===== config.mk =====
export PLATFORM = sky130hd
export DESIGN_NAME = qdu_top
export DESIGN_NICKNAME = d
export VERILOG_FILES = /design/src/hw/qdu_pkg.sv /design/src/hw/qdu_top.sv /design/src/hw/qdu_sync2.sv /design/src/hw/qdu_link.sv
export SDC_FILE = /design/constraint.sdc
export NUM_CORES = 1
export LEC_CHECK = 0
export ABC_CLOCK_PERIOD_IN_PS = 3350
export BUFFER_PORTS_ARGS = -buffer_cell sky130_fd_sc_hd__buf_2
export CORE_UTILIZATION = 47
export CTS_CLUSTER_SIZE = 16
export DETAILED_ROUTE_END_ITERATION = 8
export PLACE_DENSITY_LB_ADDON = 0.25
export SLEW_MARGIN = 20
export SYNTH_ARGS = -nofsm -noshare
export SYNTH_HDL_FRONTEND = slang
export SYNTH_SLANG_ARGS = --single-unit
export TNS_END_PERCENT = 5

===== constraint.sdc =====
create_clock -name clk_i -period 3.35 [get_ports clk_i]
set_clock_uncertainty 0.1 [all_clocks]
set_input_delay 0.335 -clock clk_i [delete_from_list [all_inputs] [get_ports clk_i]]
set_output_delay 0.335 -clock clk_i [all_outputs]
set_load 0.01 [all_outputs]

===== src/hw/qdu_pkg.sv =====
// package: constants, types and helpers for the quad dac update control block
package qdu_pkg;
   localparam int FRAME_SHORT  = 24;         // frame length, error checking off
   localparam int FRAME_LONG   = 32;         // frame length, error checking on
   localparam int CLK_MHZ      = 20;         // core clock rate
   localparam int UPD_WAIT_NS  = 2400;       // least spacing of output updates, 2.4 us
   localparam int UPD_WAIT_CYC = (UPD_WAIT_NS * CLK_MHZ + 999) / 1000;
   localparam int POR_WAIT_US  = 1000;       // 1 ms reinit delay
   localparam int POR_WAIT_CYC = POR_WAIT_US * CLK_MHZ;
   localparam int RST_LOW_NS   = 20;         // least reset pin low time
   localparam int RST_LOW_CYC  = (RST_LOW_NS * CLK_MHZ + 999) / 1000;
   localparam int NCHAN        = 4;

   // frame field positions
   localparam int BIT_READ     = 23;
   localparam int ADDR_HI      = 21;
   localparam int ADDR_LO      = 16;
   localparam int DATA_HI      = 15;

   // register addresses
   localparam logic [5:0] A_NOP      = 6'h00;
   localparam logic [5:0] A_DEVID    = 6'h01;
   localparam logic [5:0] A_STATUS   = 6'h02;
   localparam logic [5:0] A_SPICFG   = 6'h03;
   localparam logic [5:0] A_GENCFG   = 6'h04;
   localparam logic [5:0] A_COMMONEN = 6'h05;
   localparam logic [5:0] A_SYNCEN   = 6'h06;
   localparam logic [5:0] A_PWDN     = 6'h09;
   localparam logic [5:0] A_RANGE    = 6'h0a;
   localparam logic [5:0] A_TRIGGER  = 6'h0e;
   localparam logic [5:0] A_COMMON   = 6'h0f;
   localparam logic [5:0] A_CHAN0    = 6'h10;

   // reset values
   localparam logic [15:0] RST_SPICFG   = 16'h0aa4;
   localparam logic [15:0] RST_GENCFG   = 16'h4000;
   localparam logic [3:0]  RST_COMMONEN = 4'hf;
   localparam logic [3:0]  RST_SYNCEN   = 4'h0;
   localparam logic [3:0]  RST_PWDN     = 4'hf;
   localparam logic [15:0] RST_RANGE    = 16'h0000;
   localparam logic [15:0] DEVICE_ID    = 16'h1234; // identity value is arbitrary

   // configuration field positions
   localparam int CFG_OVERTEMP_EN = 11;
   localparam int CFG_SLEEP       = 5;
   localparam int CFG_LONG_FRAME  = 4;
   localparam int CFG_SO_EN       = 2;
   localparam int CFG_EDGE_SEL    = 1;
   localparam int TRG_CLEAR       = 9;
   localparam int TRG_ALARM_CLR   = 8;
   localparam int TRG_LOAD        = 4;
   localparam logic [3:0] SOFT_RESET_CODE = 4'ha;  // hex digits of 0x1010 taken as binary
   localparam logic [15:0] SOFT_RESET_WORD = 16'h1010;
   localparam int RANGE_BIPOLAR   = 3;             // range nibble msb marks bipolar
   localparam logic [15:0] CODE_ZERO = 16'h0000;
   localparam logic [15:0] CODE_MID  = 16'h8000;

   // one decoded frame handed to the core
   typedef struct packed {
      logic        read;
      logic [5:0]  addr;
      logic [15:0] data;
   } qdu_cmd_s;

   // clear code for one channel from its range nibble
   function automatic logic [15:0] qdu_clear_code(input logic [3:0] range);
      return range[RANGE_BIPOLAR] ? CODE_MID : CODE_ZERO;
   endfunction
endpackage


===== src/hw/qdu_top.sv =====
// quad dac update control: frame decode, code registers, updates, resets, alarm
module qdu_top
   import qdu_pkg::*;
#(
   parameter int POR_CYC = POR_WAIT_CYC // reinit busy time, shortened in simulation
) (
   input  wire logic        clk_i,          // core clock, 20 MHz
   input  wire logic        rst_n_i,        // synchronous reset, active low
   input  wire logic        supply_ok_i,    // supplies valid level
   input  wire logic        reset_pin_n_i,  // hardware reset pin
   input  wire logic        sclk_i,         // serial clock pin
   input  wire logic        sel_n_i,        // frame strobe pin
   input  wire logic        serial_in_i,    // serial data in
   input  wire logic        load_pin_n_i,   // load trigger pin
   input  wire logic        clear_pin_n_i,  // clear pin
   input  wire logic        overtemp_i,     // die above 140 C
   output logic             serial_out_o,   // serial data out
   output logic             serial_out_oe_o,// serial out drive enable
   output logic [63:0]      active_code_o,  // four active codes, channel 0 low
   output logic [3:0]       chan_on_o,      // amplifier enabled per channel
   output logic             ref_on_o,       // internal reference powered
   output logic             fault_n_o,      // fault pin, low on alarm
   output logic             busy_o          // reinit in progress
);
   logic        sup_s;          // supplies valid, synchronised
   logic        rstp_s;         // reset pin, synchronised
   logic        sclk_s;         // serial clock, synchronised
   logic        sel_s;          // frame strobe, synchronised
   logic        din_s;          // serial_in, synchronised
   logic        load_s;         // load pin, synchronised
   logic        clr_s;          // clear pin, synchronised
   logic        hot_s;          // overtemp level, synchronised
   logic        load_d;         // load pin one cycle back
   qdu_cmd_s    cmd;
   logic        cmd_vld;
   logic        so;
   logic [23:0] reply;
   logic [15:0] spicfg;
   logic [15:0] gencfg;
   logic [15:0] range;
   logic [3:0]  common_en;
   logic [3:0]  sync_en;
   logic [3:0]  pwdn;
   logic [15:0] buf_code [NCHAN];
   logic [15:0] act_code [NCHAN];
   logic        overtemp_flag;
   logic [5:0]  rst_cnt;
   logic [31:0] por_cnt;
   logic        por;
   logic        por_supply;
   logic        por_pin;
   logic        por_soft;
   logic        wr;
   logic        soft_load_trigger;
   logic        soft_clear_cmd;
   logic        alarm_clear_cmd;
   logic        trigger;
   logic        clear;
   logic [15:0] rd_data;

   // true when an accepted write targets the trigger register
   function automatic logic trg_write(input qdu_cmd_s k, input logic w);
      return w && k.addr == A_TRIGGER;
   endfunction

   // channel c takes a code write directly or through the common value
   function automatic logic chan_hit(input qdu_cmd_s k, input logic [3:0] en, input int c);
      return k.addr == A_CHAN0 + 6'(c) || (k.addr == A_COMMON && en[c]);
   endfunction

   // every pin passes two flops before any logic reads it
   // supply level; resets low so a fresh release always starts one reinit
   qdu_sync2 #(.RST_VAL(1'b0)) u_sup (
      .clk_i   (clk_i),
      .rst_n_i (rst_n_i),
      .d_i     (supply_ok_i),
      .q_o     (sup_s)
   );

   // reset pin idles high
   qdu_sync2 #(.RST_VAL(1'b1)) u_rstp (
      .clk_i   (clk_i),
      .rst_n_i (rst_n_i),
      .d_i     (reset_pin_n_i),
      .q_o     (rstp_s)
   );

   // serial clock; any edge after reset is harmless while the strobe is high
   qdu_sync2 #(.RST_VAL(1'b0)) u_sclk (
      .clk_i   (clk_i),
      .rst_n_i (rst_n_i),
      .d_i     (sclk_i),
      .q_o     (sclk_s)
   );

   // frame strobe idles high
   qdu_sync2 #(.RST_VAL(1'b1)) u_sel (
      .clk_i   (clk_i),
      .rst_n_i (rst_n_i),
      .d_i     (sel_n_i),
      .q_o     (sel_s)
   );

   // data shares the clock's latency so sampling stays aligned
   qdu_sync2 #(.RST_VAL(1'b0)) u_din (
      .clk_i   (clk_i),
      .rst_n_i (rst_n_i),
      .d_i     (serial_in_i),
      .q_o     (din_s)
   );

   // load pin idles high so reset leaves no false fall
   qdu_sync2 #(.RST_VAL(1'b1)) u_load (
      .clk_i   (clk_i),
      .rst_n_i (rst_n_i),
      .d_i     (load_pin_n_i),
      .q_o     (load_s)
   );

   // clear pin idles high
   qdu_sync2 #(.RST_VAL(1'b1)) u_clr (
      .clk_i   (clk_i),
      .rst_n_i (rst_n_i),
      .d_i     (clear_pin_n_i),
      .q_o     (clr_s)
   );

   // temperature sensor level
   qdu_sync2 #(.RST_VAL(1'b0)) u_hot (
      .clk_i   (clk_i),
      .rst_n_i (rst_n_i),
      .d_i     (overtemp_i),
      .q_o     (hot_s)
   );

   qdu_link u_link (
      .clk_i        (clk_i),
      .rst_n_i      (rst_n_i),
      .sclk_s_i     (sclk_s),
      .sel_n_s_i    (sel_s),
      .din_s_i      (din_s),
      .long_frame_i (spicfg[CFG_LONG_FRAME]),
      .edge_sel_i   (spicfg[CFG_EDGE_SEL]),
      .reply_i      (reply),
      .cmd_o        (cmd),
      .cmd_vld_o    (cmd_vld),
      .so_o         (so)
   );

   // load pin edge history
   always_ff @(posedge clk_i) begin
      if (!rst_n_i) begin
         load_d <= 1'b1;
      end else begin
         load_d <= load_s;
      end
   end

   // reset pin low time; one core cycle covers 50 ns so any seen low counts
   always_ff @(posedge clk_i) begin
      if (!rst_n_i || rstp_s) begin
         rst_cnt <= 6'h0;
      end else if (rst_cnt < 6'(RST_LOW_CYC)) begin
         rst_cnt <= rst_cnt + 6'h1;
      end
   end

   // writes act only after the command has crossed; busy blocks them
   assign wr = cmd_vld && !cmd.read && !busy_o;
   assign soft_load_trigger = trg_write(cmd, wr) && cmd.data[TRG_LOAD];
   assign soft_clear_cmd    = trg_write(cmd, wr) && cmd.data[TRG_CLEAR];
   assign alarm_clear_cmd   = trg_write(cmd, wr) && cmd.data[TRG_ALARM_CLR];
   assign trigger = soft_load_trigger || (load_d && !load_s);
   assign clear   = soft_clear_cmd || !clr_s;

   // power-on reset sources; a supply drop holds the request, the pin fires once per pulse
   assign por_supply = !sup_s;
   assign por_pin    = !rstp_s && rst_cnt == 6'(RST_LOW_CYC - 1);
   assign por_soft   = trg_write(cmd, wr) && cmd.data == SOFT_RESET_WORD;
   assign por        = por_supply || por_pin || por_soft;

   // busy counter models the reinit delay that the host must respect
   always_ff @(posedge clk_i) begin
      if (!rst_n_i || por) begin
         por_cnt <= 32'(POR_CYC);
         busy_o  <= 1'b1;
      end else if (por_cnt != 32'h0) begin
         por_cnt <= por_cnt - 32'h1;
         busy_o  <= por_cnt != 32'h1;
      end else begin
         busy_o  <= 1'b0;
      end
   end

   // configuration registers; defaults leave everything powered down
   always_ff @(posedge clk_i) begin
      if (!rst_n_i || por) begin
         spicfg    <= RST_SPICFG;
         gencfg    <= RST_GENCFG;
         common_en <= RST_COMMONEN;
         sync_en   <= RST_SYNCEN;
         pwdn      <= RST_PWDN;
         range     <= RST_RANGE;
      end else if (wr) begin
         case (cmd.addr)
            A_SPICFG:   spicfg    <= cmd.data;
            A_GENCFG:   gencfg    <= cmd.data;
            A_COMMONEN: common_en <= cmd.data[3:0];
            A_SYNCEN:   sync_en   <= cmd.data[3:0];
            A_PWDN:     pwdn      <= cmd.data[3:0];
            A_RANGE:    range     <= cmd.data;
            default:    ;
         endcase
      end
   end

   // buffer and active code per channel; clear beats every write
   always_ff @(posedge clk_i) begin
      for (int c = 0; c < NCHAN; c++) begin
         if (!rst_n_i || por) begin
            buf_code[c] <= CODE_ZERO;
            act_code[c] <= CODE_ZERO;
         end else if (clear) begin
            buf_code[c] <= qdu_clear_code(range[4*c +: 4]);
            act_code[c] <= qdu_clear_code(range[4*c +: 4]);
         end else if (wr && chan_hit(cmd, common_en, c)) begin
            buf_code[c] <= cmd.data;
            if (!sync_en[c]) begin
               act_code[c] <= cmd.data;
            end else if (trigger) begin
               act_code[c] <= buf_code[c];
            end
         end else if (sync_en[c] && trigger) begin
            act_code[c] <= buf_code[c];
         end
      end
   end

   // overtemp latches and holds until cleared while powered down and cool
   always_ff @(posedge clk_i) begin
      if (!rst_n_i || por) begin
         overtemp_flag <= 1'b0;
      end else if (hot_s) begin
         overtemp_flag <= 1'b1;
      end else if (alarm_clear_cmd && (&pwdn || spicfg[CFG_SLEEP])) begin
         overtemp_flag <= 1'b0;
      end
   end

   // output drive state; codes are kept while powered down
   always_ff @(posedge clk_i) begin
      if (!rst_n_i || por) begin
         chan_on_o     <= 4'h0;
         ref_on_o      <= 1'b0;
         fault_n_o     <= 1'b1;
      end else begin
         for (int c = 0; c < NCHAN; c++) begin
            chan_on_o[c] <= !pwdn[c] && !spicfg[CFG_SLEEP] && !overtemp_flag;
         end
         ref_on_o  <= !spicfg[CFG_SLEEP] || overtemp_flag;
         fault_n_o <= !(overtemp_flag && spicfg[CFG_OVERTEMP_EN]);
      end
   end

   // active codes to the converters; outputs follow the active registers one cycle later
   always_ff @(posedge clk_i) begin
      if (!rst_n_i || por) begin
         active_code_o <= 64'h0;
      end else begin
         for (int c = 0; c < NCHAN; c++) begin
            active_code_o[16*c +: 16] <= act_code[c];
         end
      end
   end

   // readback mux
   always_comb begin
      rd_data = 16'h0;
      case (cmd.addr)
         A_DEVID:    rd_data = DEVICE_ID;
         A_STATUS:   rd_data = {15'h0, overtemp_flag};
         A_SPICFG:   rd_data = spicfg;
         A_GENCFG:   rd_data = gencfg;
         A_COMMONEN: rd_data = {12'h0, common_en};
         A_SYNCEN:   rd_data = {12'h0, sync_en};
         A_PWDN:     rd_data = {12'h0, pwdn};
         default:    rd_data = 16'h0;
      endcase
   end

   // reply word captured at the end of each accepted frame
   always_ff @(posedge clk_i) begin
      if (!rst_n_i || por) begin
         reply <= 24'h0;
      end else if (cmd_vld) begin
         reply <= {cmd.read, 1'b0, cmd.addr, cmd.read ? rd_data : 16'h0};
      end
   end

   // serial bit retimed so the pin comes straight from a flop
   always_ff @(posedge clk_i) begin
      if (!rst_n_i) begin
         serial_out_o <= 1'b0;
      end else begin
         serial_out_o <= so;
      end
   end

   // serial output is driven only inside a frame and only when enabled
   always_ff @(posedge clk_i) begin
      if (!rst_n_i) begin
         serial_out_oe_o <= 1'b0;
      end else begin
         serial_out_oe_o <= !sel_s && spicfg[CFG_SO_EN];
      end
   end
endmodule


===== src/hw/qdu_sync2.sv =====
// two-flop synchroniser for a level from outside the clock domain
module qdu_sync2
   import qdu_pkg::*;
#(
   parameter logic RST_VAL = 1'b0
) (
   input  wire logic clk_i,   // core clock
   input  wire logic rst_n_i, // synchronous reset, active low
   input  wire logic d_i,     // asynchronous level
   output logic      q_o      // synchronised level
);
   logic meta;

   // first stage feeds only the second
   always_ff @(posedge clk_i) begin
      if (!rst_n_i) begin
         meta <= RST_VAL;
         q_o  <= RST_VAL;
      end else begin
         meta <= d_i;
         q_o  <= meta;
      end
   end
endmodule


===== src/hw/qdu_link.sv =====
// serial frame receiver and readback shifter, sampled by the core clock
module qdu_link
   import qdu_pkg::*;
(
   input  wire logic        clk_i,        // core clock
   input  wire logic        rst_n_i,      // synchronous reset, active low
   input  wire logic        sclk_s_i,     // synchronised serial clock
   input  wire logic        sel_n_s_i,    // synchronised frame strobe
   input  wire logic        din_s_i,      // synchronised serial_in
   input  wire logic        long_frame_i, // 32-bit frames
   input  wire logic        edge_sel_i,   // out_edge_select: 1 falling, 0 rising
   input  wire logic [23:0] reply_i,      // word for the next frame
   output qdu_cmd_s         cmd_o,        // decoded frame
   output logic             cmd_vld_o,    // one-cycle pulse at strobe rise
   output logic             so_o          // serial bit
);
   localparam int CHECK_BITS = FRAME_LONG - FRAME_SHORT; // trailing check bits of a long frame
   logic        sclk_d;
   logic        sel_n_d;
   logic [31:0] shreg;
   logic [5:0]  nbits;
   logic [23:0] oreg;
   logic        fall;
   logic        rise;
   logic        start;
   logic        stop;

   assign fall  = sclk_d & ~sclk_s_i;
   assign rise  = ~sclk_d & sclk_s_i;
   assign start = sel_n_d & ~sel_n_s_i;
   assign stop  = ~sel_n_d & sel_n_s_i;

   // edge history
   always_ff @(posedge clk_i) begin
      if (!rst_n_i) begin
         sclk_d  <= 1'b0;
         sel_n_d <= 1'b1;
      end else begin
         sclk_d  <= sclk_s_i;
         sel_n_d <= sel_n_s_i;
      end
   end

   // shift on falling edges only while selected; surplus bits are dropped
   always_ff @(posedge clk_i) begin
      if (!rst_n_i || start) begin
         shreg <= 32'h0;
         nbits <= 6'h0;
      end else if (!sel_n_s_i && fall && nbits < (long_frame_i ? 6'(FRAME_LONG) : 6'(FRAME_SHORT))) begin
         shreg <= {shreg[30:0], din_s_i};
         nbits <= nbits + 6'h1;
      end
   end

   // decoded command passes on strobe rise; short frames discarded
   always_ff @(posedge clk_i) begin
      if (!rst_n_i) begin
         cmd_vld_o <= 1'b0;
         cmd_o     <= '0;
      end else begin
         cmd_vld_o <= stop && nbits >= (long_frame_i ? 6'(FRAME_LONG) : 6'(FRAME_SHORT));
         if (stop) begin
            cmd_o <= long_frame_i ? {shreg[BIT_READ + CHECK_BITS], shreg[ADDR_HI + CHECK_BITS:CHECK_BITS]}
                                  : {shreg[BIT_READ], shreg[ADDR_HI:0]};
         end
      end
   end

   // readback word loads at frame start and shifts msb first on the chosen edge
   always_ff @(posedge clk_i) begin
      if (!rst_n_i) begin
         oreg <= 24'h0;
         so_o <= 1'b0;
      end else if (start) begin
         oreg <= {reply_i[22:0], 1'b0};
         so_o <= reply_i[23];
      end else if (!sel_n_s_i && (edge_sel_i ? fall : rise)) begin
         oreg <= {oreg[22:0], 1'b0};
         so_o <= oreg[23];
      end
   end
endmodule


==> summary.md, run 1 <==
| Metric | Value |
|---|---|
| Setup CP Type | `flop to flop` |
| Psw | `2.15 mW` |
| ANT cells | `0` |
| Crit path buf inv count | `0` |
| Setup TNS | `0 ns` |
| Clock latency on the worst-skew pair | `0.56 ns` |
| Number of setup violations in the final report | `0` |
| Critical path startpoint category | `flop` |
| Primary FF master, synth | `dfxtp_1` |
| RSZ-0062 raised after global routing | `false` |
| Clock Power Share | `0.456` |
| Final worst-path cycle share | `0.917` |
| Area grow syn2layout | `15.3%` |
| Post-CTS setup buffer count | `0` |
| Dominant cell type by area after synthesis | `dfxtp_1` |
| # port buffers | `slightly above 80` |
| Power density over cell area | `roughly 540 nW/um^2` |
| CP Capture Type | `flop` |
| Syn_nets | `roughly 1500` |
| Layout cells sized above 1 | `0.154` |
| Die Span X | `about 190 um` |
| Min Tclk post-route | `about 3.1 ns` |
| Initial drt markers | `roughly 860` |
| Yosys warns | `0` |
| I/O pins | `83` |
| Core area | `around 34000 sq um` |
| CTS Buffer Depth | `3` |
| Drt via density | `between 5 and 6` |
| Yosys top cell area share | `0.354` |
| Die Area | `between 30000 and 40000 sq um` |
| H-tree lvl count | `2` |
| CTS buffer count | `43` |
| Register share of total power | `0.519` |
| Synthesized flop and latch total | `~420` |
| Routability cong. | `about 0.81` |
| GRT Total Usage | `0.192` |
| Synth top area cells | `dfxtp_1 35%, edfxtp_1 24%, and2_1 5.2%` |
| Fin Hold WS | `roughly 0.31 ns` |
| DRC | `0` |
| Die Y | `between 150 and 200 um` |
| Post-Syn Area | `16300 sq um` |
| Sw Ratio | `0.211` |
| Outcome | `completed` |
| Slowest cell on the critical path | `or3_1` |
| Critical path required time | `3.43 ns` |
| Combinational share of power | `0.025` |
| Crit path largest cell delay | `approximately 0.66 ns` |
| Cell Rows | `between 60 and 70` |
| Total gr overflow | `0` |
| First-pass GRT wire length | `between 50000 and 60000 um` |
| Register area share after synthesis | `0.589` |
| Final hold vios | `0` |
| Crit path DAT | `between 3 and 4 ns` |
| Max IR drop VDD | `~0.36 mV` |
| Pin count of the biggest net entering global routing | `72` |
| Initial Util | `0.481` |
| Post-Syn Instances | `~1500` |
| Top Family by Delay on Critical Path | `simple AND/OR/NAND/NOR gates` |
| Crit Path Max Fanout | `16` |
| DRT Wirelength | `33900 um` |
| Routed length per instance | `about 16 um` |
| Total Nets Final | `between 1500 and 2000` |
| Vias in the first global route | `approximately 10000` |
| # clock sinks | `416` |
| Clock Pin Slew Worst Setup and Hold Paths | `around 0.060 ns` |
| Ys async rst share | `0` |
| Worst-Margin Slew | `between 0.7 and 0.8 ns` |
| Unique masters post-synth | `64` |
| Syn_area_per_cell | `10.9 sq um` |
| Initial antenna violation count | `0` |
| CTS tree | `done` |
| HP Class | `flop to flop` |
| First drt pass iteration count | `5` |
| Lkg Pwr | `around 7.7 nW` |
| Fmax | `~330 MHz` |
| Post-DP HPWL | `approximately 22000 um` |
| DRT antenna net count | `0` |
| Vias | `~11000` |
| Slew HR | `0.501` |
| Max cap viols | `0` |
| Max Slew Vio Count | `0` |
| Internal power | `around 8 mW` |
| CP cell instances | `nor4bb_1, and4_1, mux2_2, nor4b_2, or3_1` |
| Post-CTS Resized | `0` |
| Number of synthesized flops with an enable pin | `approximately 130` |
| Clock root buffer | `clkbuf_16` |
kinds of logic after synthesis:
logic type / after synthesis / synth area share
fa+ha+maj: 11 / 0.00844
buf+inv: 134 / 0.0326
xor+xnor: 5 / 0.00269
simple gates: 554 / 0.181
flops: 416 / 0.589
mux: 86 / 0.0530
compound gates: 289 / 0.132
routing by layer:
layer  wire, um  global-route usage  up-vias
met3       1460              0.0317       52
met2      15600               0.306      249
li1           -                   -     5505
met1      16000               0.264     5229
met5          0                   0        -
met4        883              0.0700        0
cells in the mapped netlist (17+ instances only):
library cell and n:
dfxtp_1 288, nand2_1 180, and2_1 136, edfxtp_1 128, clkbuf_1 91, a21oi_1 88
mux2i_1 84, a22o_1 75, nor2_1 52, o211a_1 45, nand3_1 33, or3_1 27
nand2b_1 21, inv_1 19, o21ai_0 18, nor3_1 17
state kept, by name (all words and copies together), names as in the netlist, 6 cells and up:
signal         count
act_code          64
active_code_o     64
buf_code          64
gencfg            16
por_cnt           32
reply             23
rst_cnt            6
spicfg            16
u_link.cmd_o      23
u_link.nbits       6
u_link.oreg       23
u_link.shreg      32
power by group through the flow:
stage	Clock (mW)	Combinational, mW	Sequential [mW]
finish	4.64	0.256	5.27
global route	4.95	0.282	5.28
CTS	4.74	0.258	5.27
detailed placement	0	0.250	5.38
global placement	0	0.246	5.38
floorplan	0	0.167	5.37
area by class of cell:
cell class                      instances  area, sq um
Timing Repair Buffer                  148          938
Inverter                               19         71.3
Sequential cell                       416         9610
Multi-Input combinational cell        945         6220
Tap cell                              448          561
Clock inverter                         26          209
Clock buffer                           53         1190
Fill cell                            2918        15100
metrics by stage:
| stage | power, mW | worst slack (ns) | instances | area, sq um | utilization |
|---|---|---|---|---|---|
| finish | 10.2 | 0.279 | 2055 | 18800 | 0.555 |
| floorplan | 5.54 | 0.316 | 1495 | 16300 | - |
| CTS | 10.3 | 0.301 | 2055 | 18800 | 0.555 |
| global placement | 5.63 | 0.354 | 1968 | 17300 | 0.511 |
| global route | 10.5 | 0.178 | 2055 | 18800 | 0.555 |
| detailed placement | 5.63 | 0.304 | 1968 | 17300 | 0.511 |
what timing repair did:
action	CTS	global route
hold buffers	8	0
hold endpoints to repair	8	0
endpoints found under the setup margin	0	0
path summary, 6_finish.rpt:
check              startpoint             end  slack, ns  cells past startpoint
min reg2reg        u_clr.meta       u_clr.q_o       0.31                      1
max          u_link.cmd_o[21]  act_code[0][6]       0.28                      5
max reg2reg  u_link.cmd_o[21]  act_code[0][6]       0.28                      5
min                u_clr.meta       u_clr.q_o       0.31                      1
placed cells by master, fill, tap and decap left out, drive strengths merged, types with 11 or more instances in the layout:
master  synthesis  routed
nor3           17      17
nand2         180     180
nor4           18      18
or3            27      27
buf            24     140
a21oi          88      88
nand2b         21      21
and2          137     137
a22o           75      75
inv            19      21
edfxtp        128     128
nor2           52      52
a22oi          14      14
nand3          33      33
mux2i          84      84
o21ai          21      21
clkbuf         91      53
clkinv          0      19
or4            17      17
dfxtp         288     288
ha             11      11
o211a          45      45
Note: power is estimated with default switching activity, not from simulation.
==> run 2, diff against run 1 <==
--- a/config.mk
+++ b/config.mk
@@ -10,7 +10,7 @@
 export CORE_UTILIZATION = 47
 export CTS_CLUSTER_SIZE = 16
 export DETAILED_ROUTE_END_ITERATION = 8
-export PLACE_DENSITY_LB_ADDON = 0.25
+export PLACE_DENSITY_LB_ADDON = 0.1
 export SLEW_MARGIN = 20
 export SYNTH_ARGS = -nofsm -noshare
 export SYNTH_HDL_FRONTEND = slang
==> run 2 against run 1 <==
  * Die area did not move
  * Flip-flop and latch count did not move
  * Combinational power shrank 2%
  * Sequential power is essentially flat
  * Setup slack gained 0.066 ns
  * Critical path depth up 1
  * Global-route usage grew 0.77 points
  * Via count grew 0.37%
  * Final cell count hardly changed
  * Clock power about the same
  * Fmax grew 2.2%
  * Hold slack worse by 0.0044 ns
  * Critical path type unchanged
  * Critical endpoint is now act_code[3][0]
  * Largest cell class unchanged
  * Largest power group unchanged
==> summary.md, run 2 (synthesis gave the netlist of run 1 again) <==
| Metric | Value |
|---|---|
| Placed cells | `~2000` |
| # hold bufs at CTS | `8` |
| Worst R2R Setup Slack | `between 0.3 and 0.4 ns` |
| FF-to-FF path depth | `6` |
| Worst-Margin Slew | `~0.87 ns` |
| Clock latency on the worst-skew pair | `approximately 0.54 ns` |
| DRT Wirelength | `about 35000 um` |
| H-tree lvl count | `2` |
| Post-CTS Resized | `0` |
| Power density over cell area | `between 500 and 600 nW/um^2` |
| Number of setup violations in the final report | `0` |
| Placement Setup Slack | `approximately 0.42 ns` |
| Final hold vios | `0` |
| # fillers | `just under 3000` |
| Post-CTS setup buffer count | `0` |
| Lkg Pwr | `~7.6 nW` |
| Post-DP HPWL | `~23000 um` |
| Setup TNS | `0 ns` |
| Die Span X | `roughly 190 um` |
| Clock root buffer | `clkbuf_16` |
| Crit Path Max Fanout | `20` |
| Commonest non-fill, non-tap cell in the layout | `dfxtp_1` |
| # port buffers | `82` |
| Total Nets Final | `around 1600` |
| Max IR drop VDD | `a little over 0.4 mV` |
| Slew HR | `0.420` |
| Total gr overflow | `0` |
| Hold Startpoint | `u_sel.meta` |
| Area grow syn2layout | `15.3%` |
| Max cap viols | `0` |
| Critical path startpoint category | `flop` |
| Fmax | `around 330 MHz` |
| Clock Pin Slew Worst Setup and Hold Paths | `0.06 ns` |
| Final worst-path cycle share | `0.897` |
| Vias in the first global route | `between 10000 and 15000` |
| HP Class | `flop to flop` |
| # clock sinks | `between 400 and 500` |
| Critical path required time | `around 3.5 ns` |
| CTS tree | `done` |
| CTS Buffer Depth | `3` |
| Layout cells sized above 1 | `0.152` |
| Crit path DAT | `approximately 3.1 ns` |
| Initial drt markers | `between 700 and 800` |
| Largest registers | `act_code: 64 flops, active_code_o: 64 flops, buf_code: 64 flops` |
| Worst R2R End | `act_code[3][0]` |
| Most frequent cells in the layout | `288 x dfxtp_1, 180 x nand2_1, 136 x and2_1, 128 x edfxtp_1, 86 x a21oi_1` |
| Initial antenna violation count | `0` |
| First drt pass iteration count | `5` |
| GRT Total Usage | `0.200` |
| Max Slew Vio Count | `0` |
| Die Area | `35400 sq um` |
| Die Y | `about 190 um` |
| Cell Rows | `67` |
| Routed length per instance | `roughly 17 um` |
| First-pass GRT wire length | `roughly 57000 um` |
| Min Tclk post-route | `~3 ns` |
| DRC | `0` |
| Routability cong. | `about 0.85` |
| Vias | `roughly 11000` |
| I/O pins | `83` |
| Outcome | `completed` |
| Worst Hold End | `u_sel.q_o` |
| Pwr Total | `approximately 10 mW` |
| Fin worst setup slack | `0.344 ns` |
| DRT antenna net count | `0` |
| Worst Hold Depth | `1` |
| Pin count of the biggest net entering global routing | `76` |
| Drt via density | `about 5.4` |
| Core area | `about 34000 sq um` |
| Setup CP Type | `flop to flop` |
| Reg-to-Reg Start | `u_link.cmd_o[19]` |
| CTS buffer count | `44` |
| CP Capture Type | `flop` |
| Post-Layout Cell Count | `2053` |
| ANT cells | `0` |
| Initial Util | `0.481` |
| RSZ-0062 raised after global routing | `false` |
==> run 2: cell types whose count changed in the layout (fill, tap and decap cells not counted), sizes merged <==
cell      delta
buf          -2
inv          -1
clkinv       -8
clkbuf       +9
bufinv       -2
clkinvlp     +2
==> run 2: area by class of cell <==
class | instances | area (sq um) | area share
tap | 448 | 561 | 0.0298
clock inverter | 17 | 105 | 0.00559
inverter | 19 | 71.3 | 0.00379
multi-input combinational | 945 | 6230 | 0.331
clock buffer | 62 | 1300 | 0.0693
timing repair buffer | 146 | 923 | 0.0491
sequential | 416 | 9610 | 0.511
==> run 2: worst max path at each step <==
stage                                 from  slack, ns              end  depth (start not counted)
after CTS                 u_link.cmd_o[19]       0.42  act_code[3][14]                          6
final                     u_link.cmd_o[19]       0.34   act_code[3][0]                          6
after floorplan           u_link.cmd_o[21]       0.32   act_code[0][0]                          6
after global routing      u_link.cmd_o[19]       0.22   act_code[0][5]                          6
after detailed placement  u_link.cmd_o[20]       0.42  buf_code[3][13]                          5
after global placement    u_link.cmd_o[19]       0.46   act_code[2][8]                          6
==> run 2: per-stage QoR <==
step / utilization / hold WS [ns] / area (sq um)
floorplan: - / 0.286 / 16300
global placement: 0.511 / 0.289 / 17300
detailed placement: 0.511 / 0.293 / 17300
CTS: 0.555 / 0.304 / 18800
global route: 0.555 / 0.323 / 18800
finish: 0.555 / 0.302 / 18800
==> run 2: worst max-delay path, cell delays in order, from the launching register on <==
cell      delay [ns]
dfxtp_1         0.59
nor4bb_1        0.27
buf_4           0.18
a41o_1          0.76
nand2b_1        0.39
or3_1           0.17
buf_4           0.24
==> run 2: power by group <==
| part | switching [mW] | total (mW) | internal [mW] |
|---|---|---|---|
| combinational | 0.163 | 0.250 | 0.0871 |
| clock | 1.92 | 4.64 | 2.72 |
| sequential | 0.0400 | 5.28 | 5.24 |
| total | 2.12 | 10.2 | 8.05 |
==> run 2: layer usage <==
metal	vias to the layer above	wire length [um]	global-route usage
li1	5500	-	-
met5	-	0	0
met1	5293	16500	0.269
met4	0	902	0.0672
met3	54	1270	0.0292
met2	229	16700	0.330
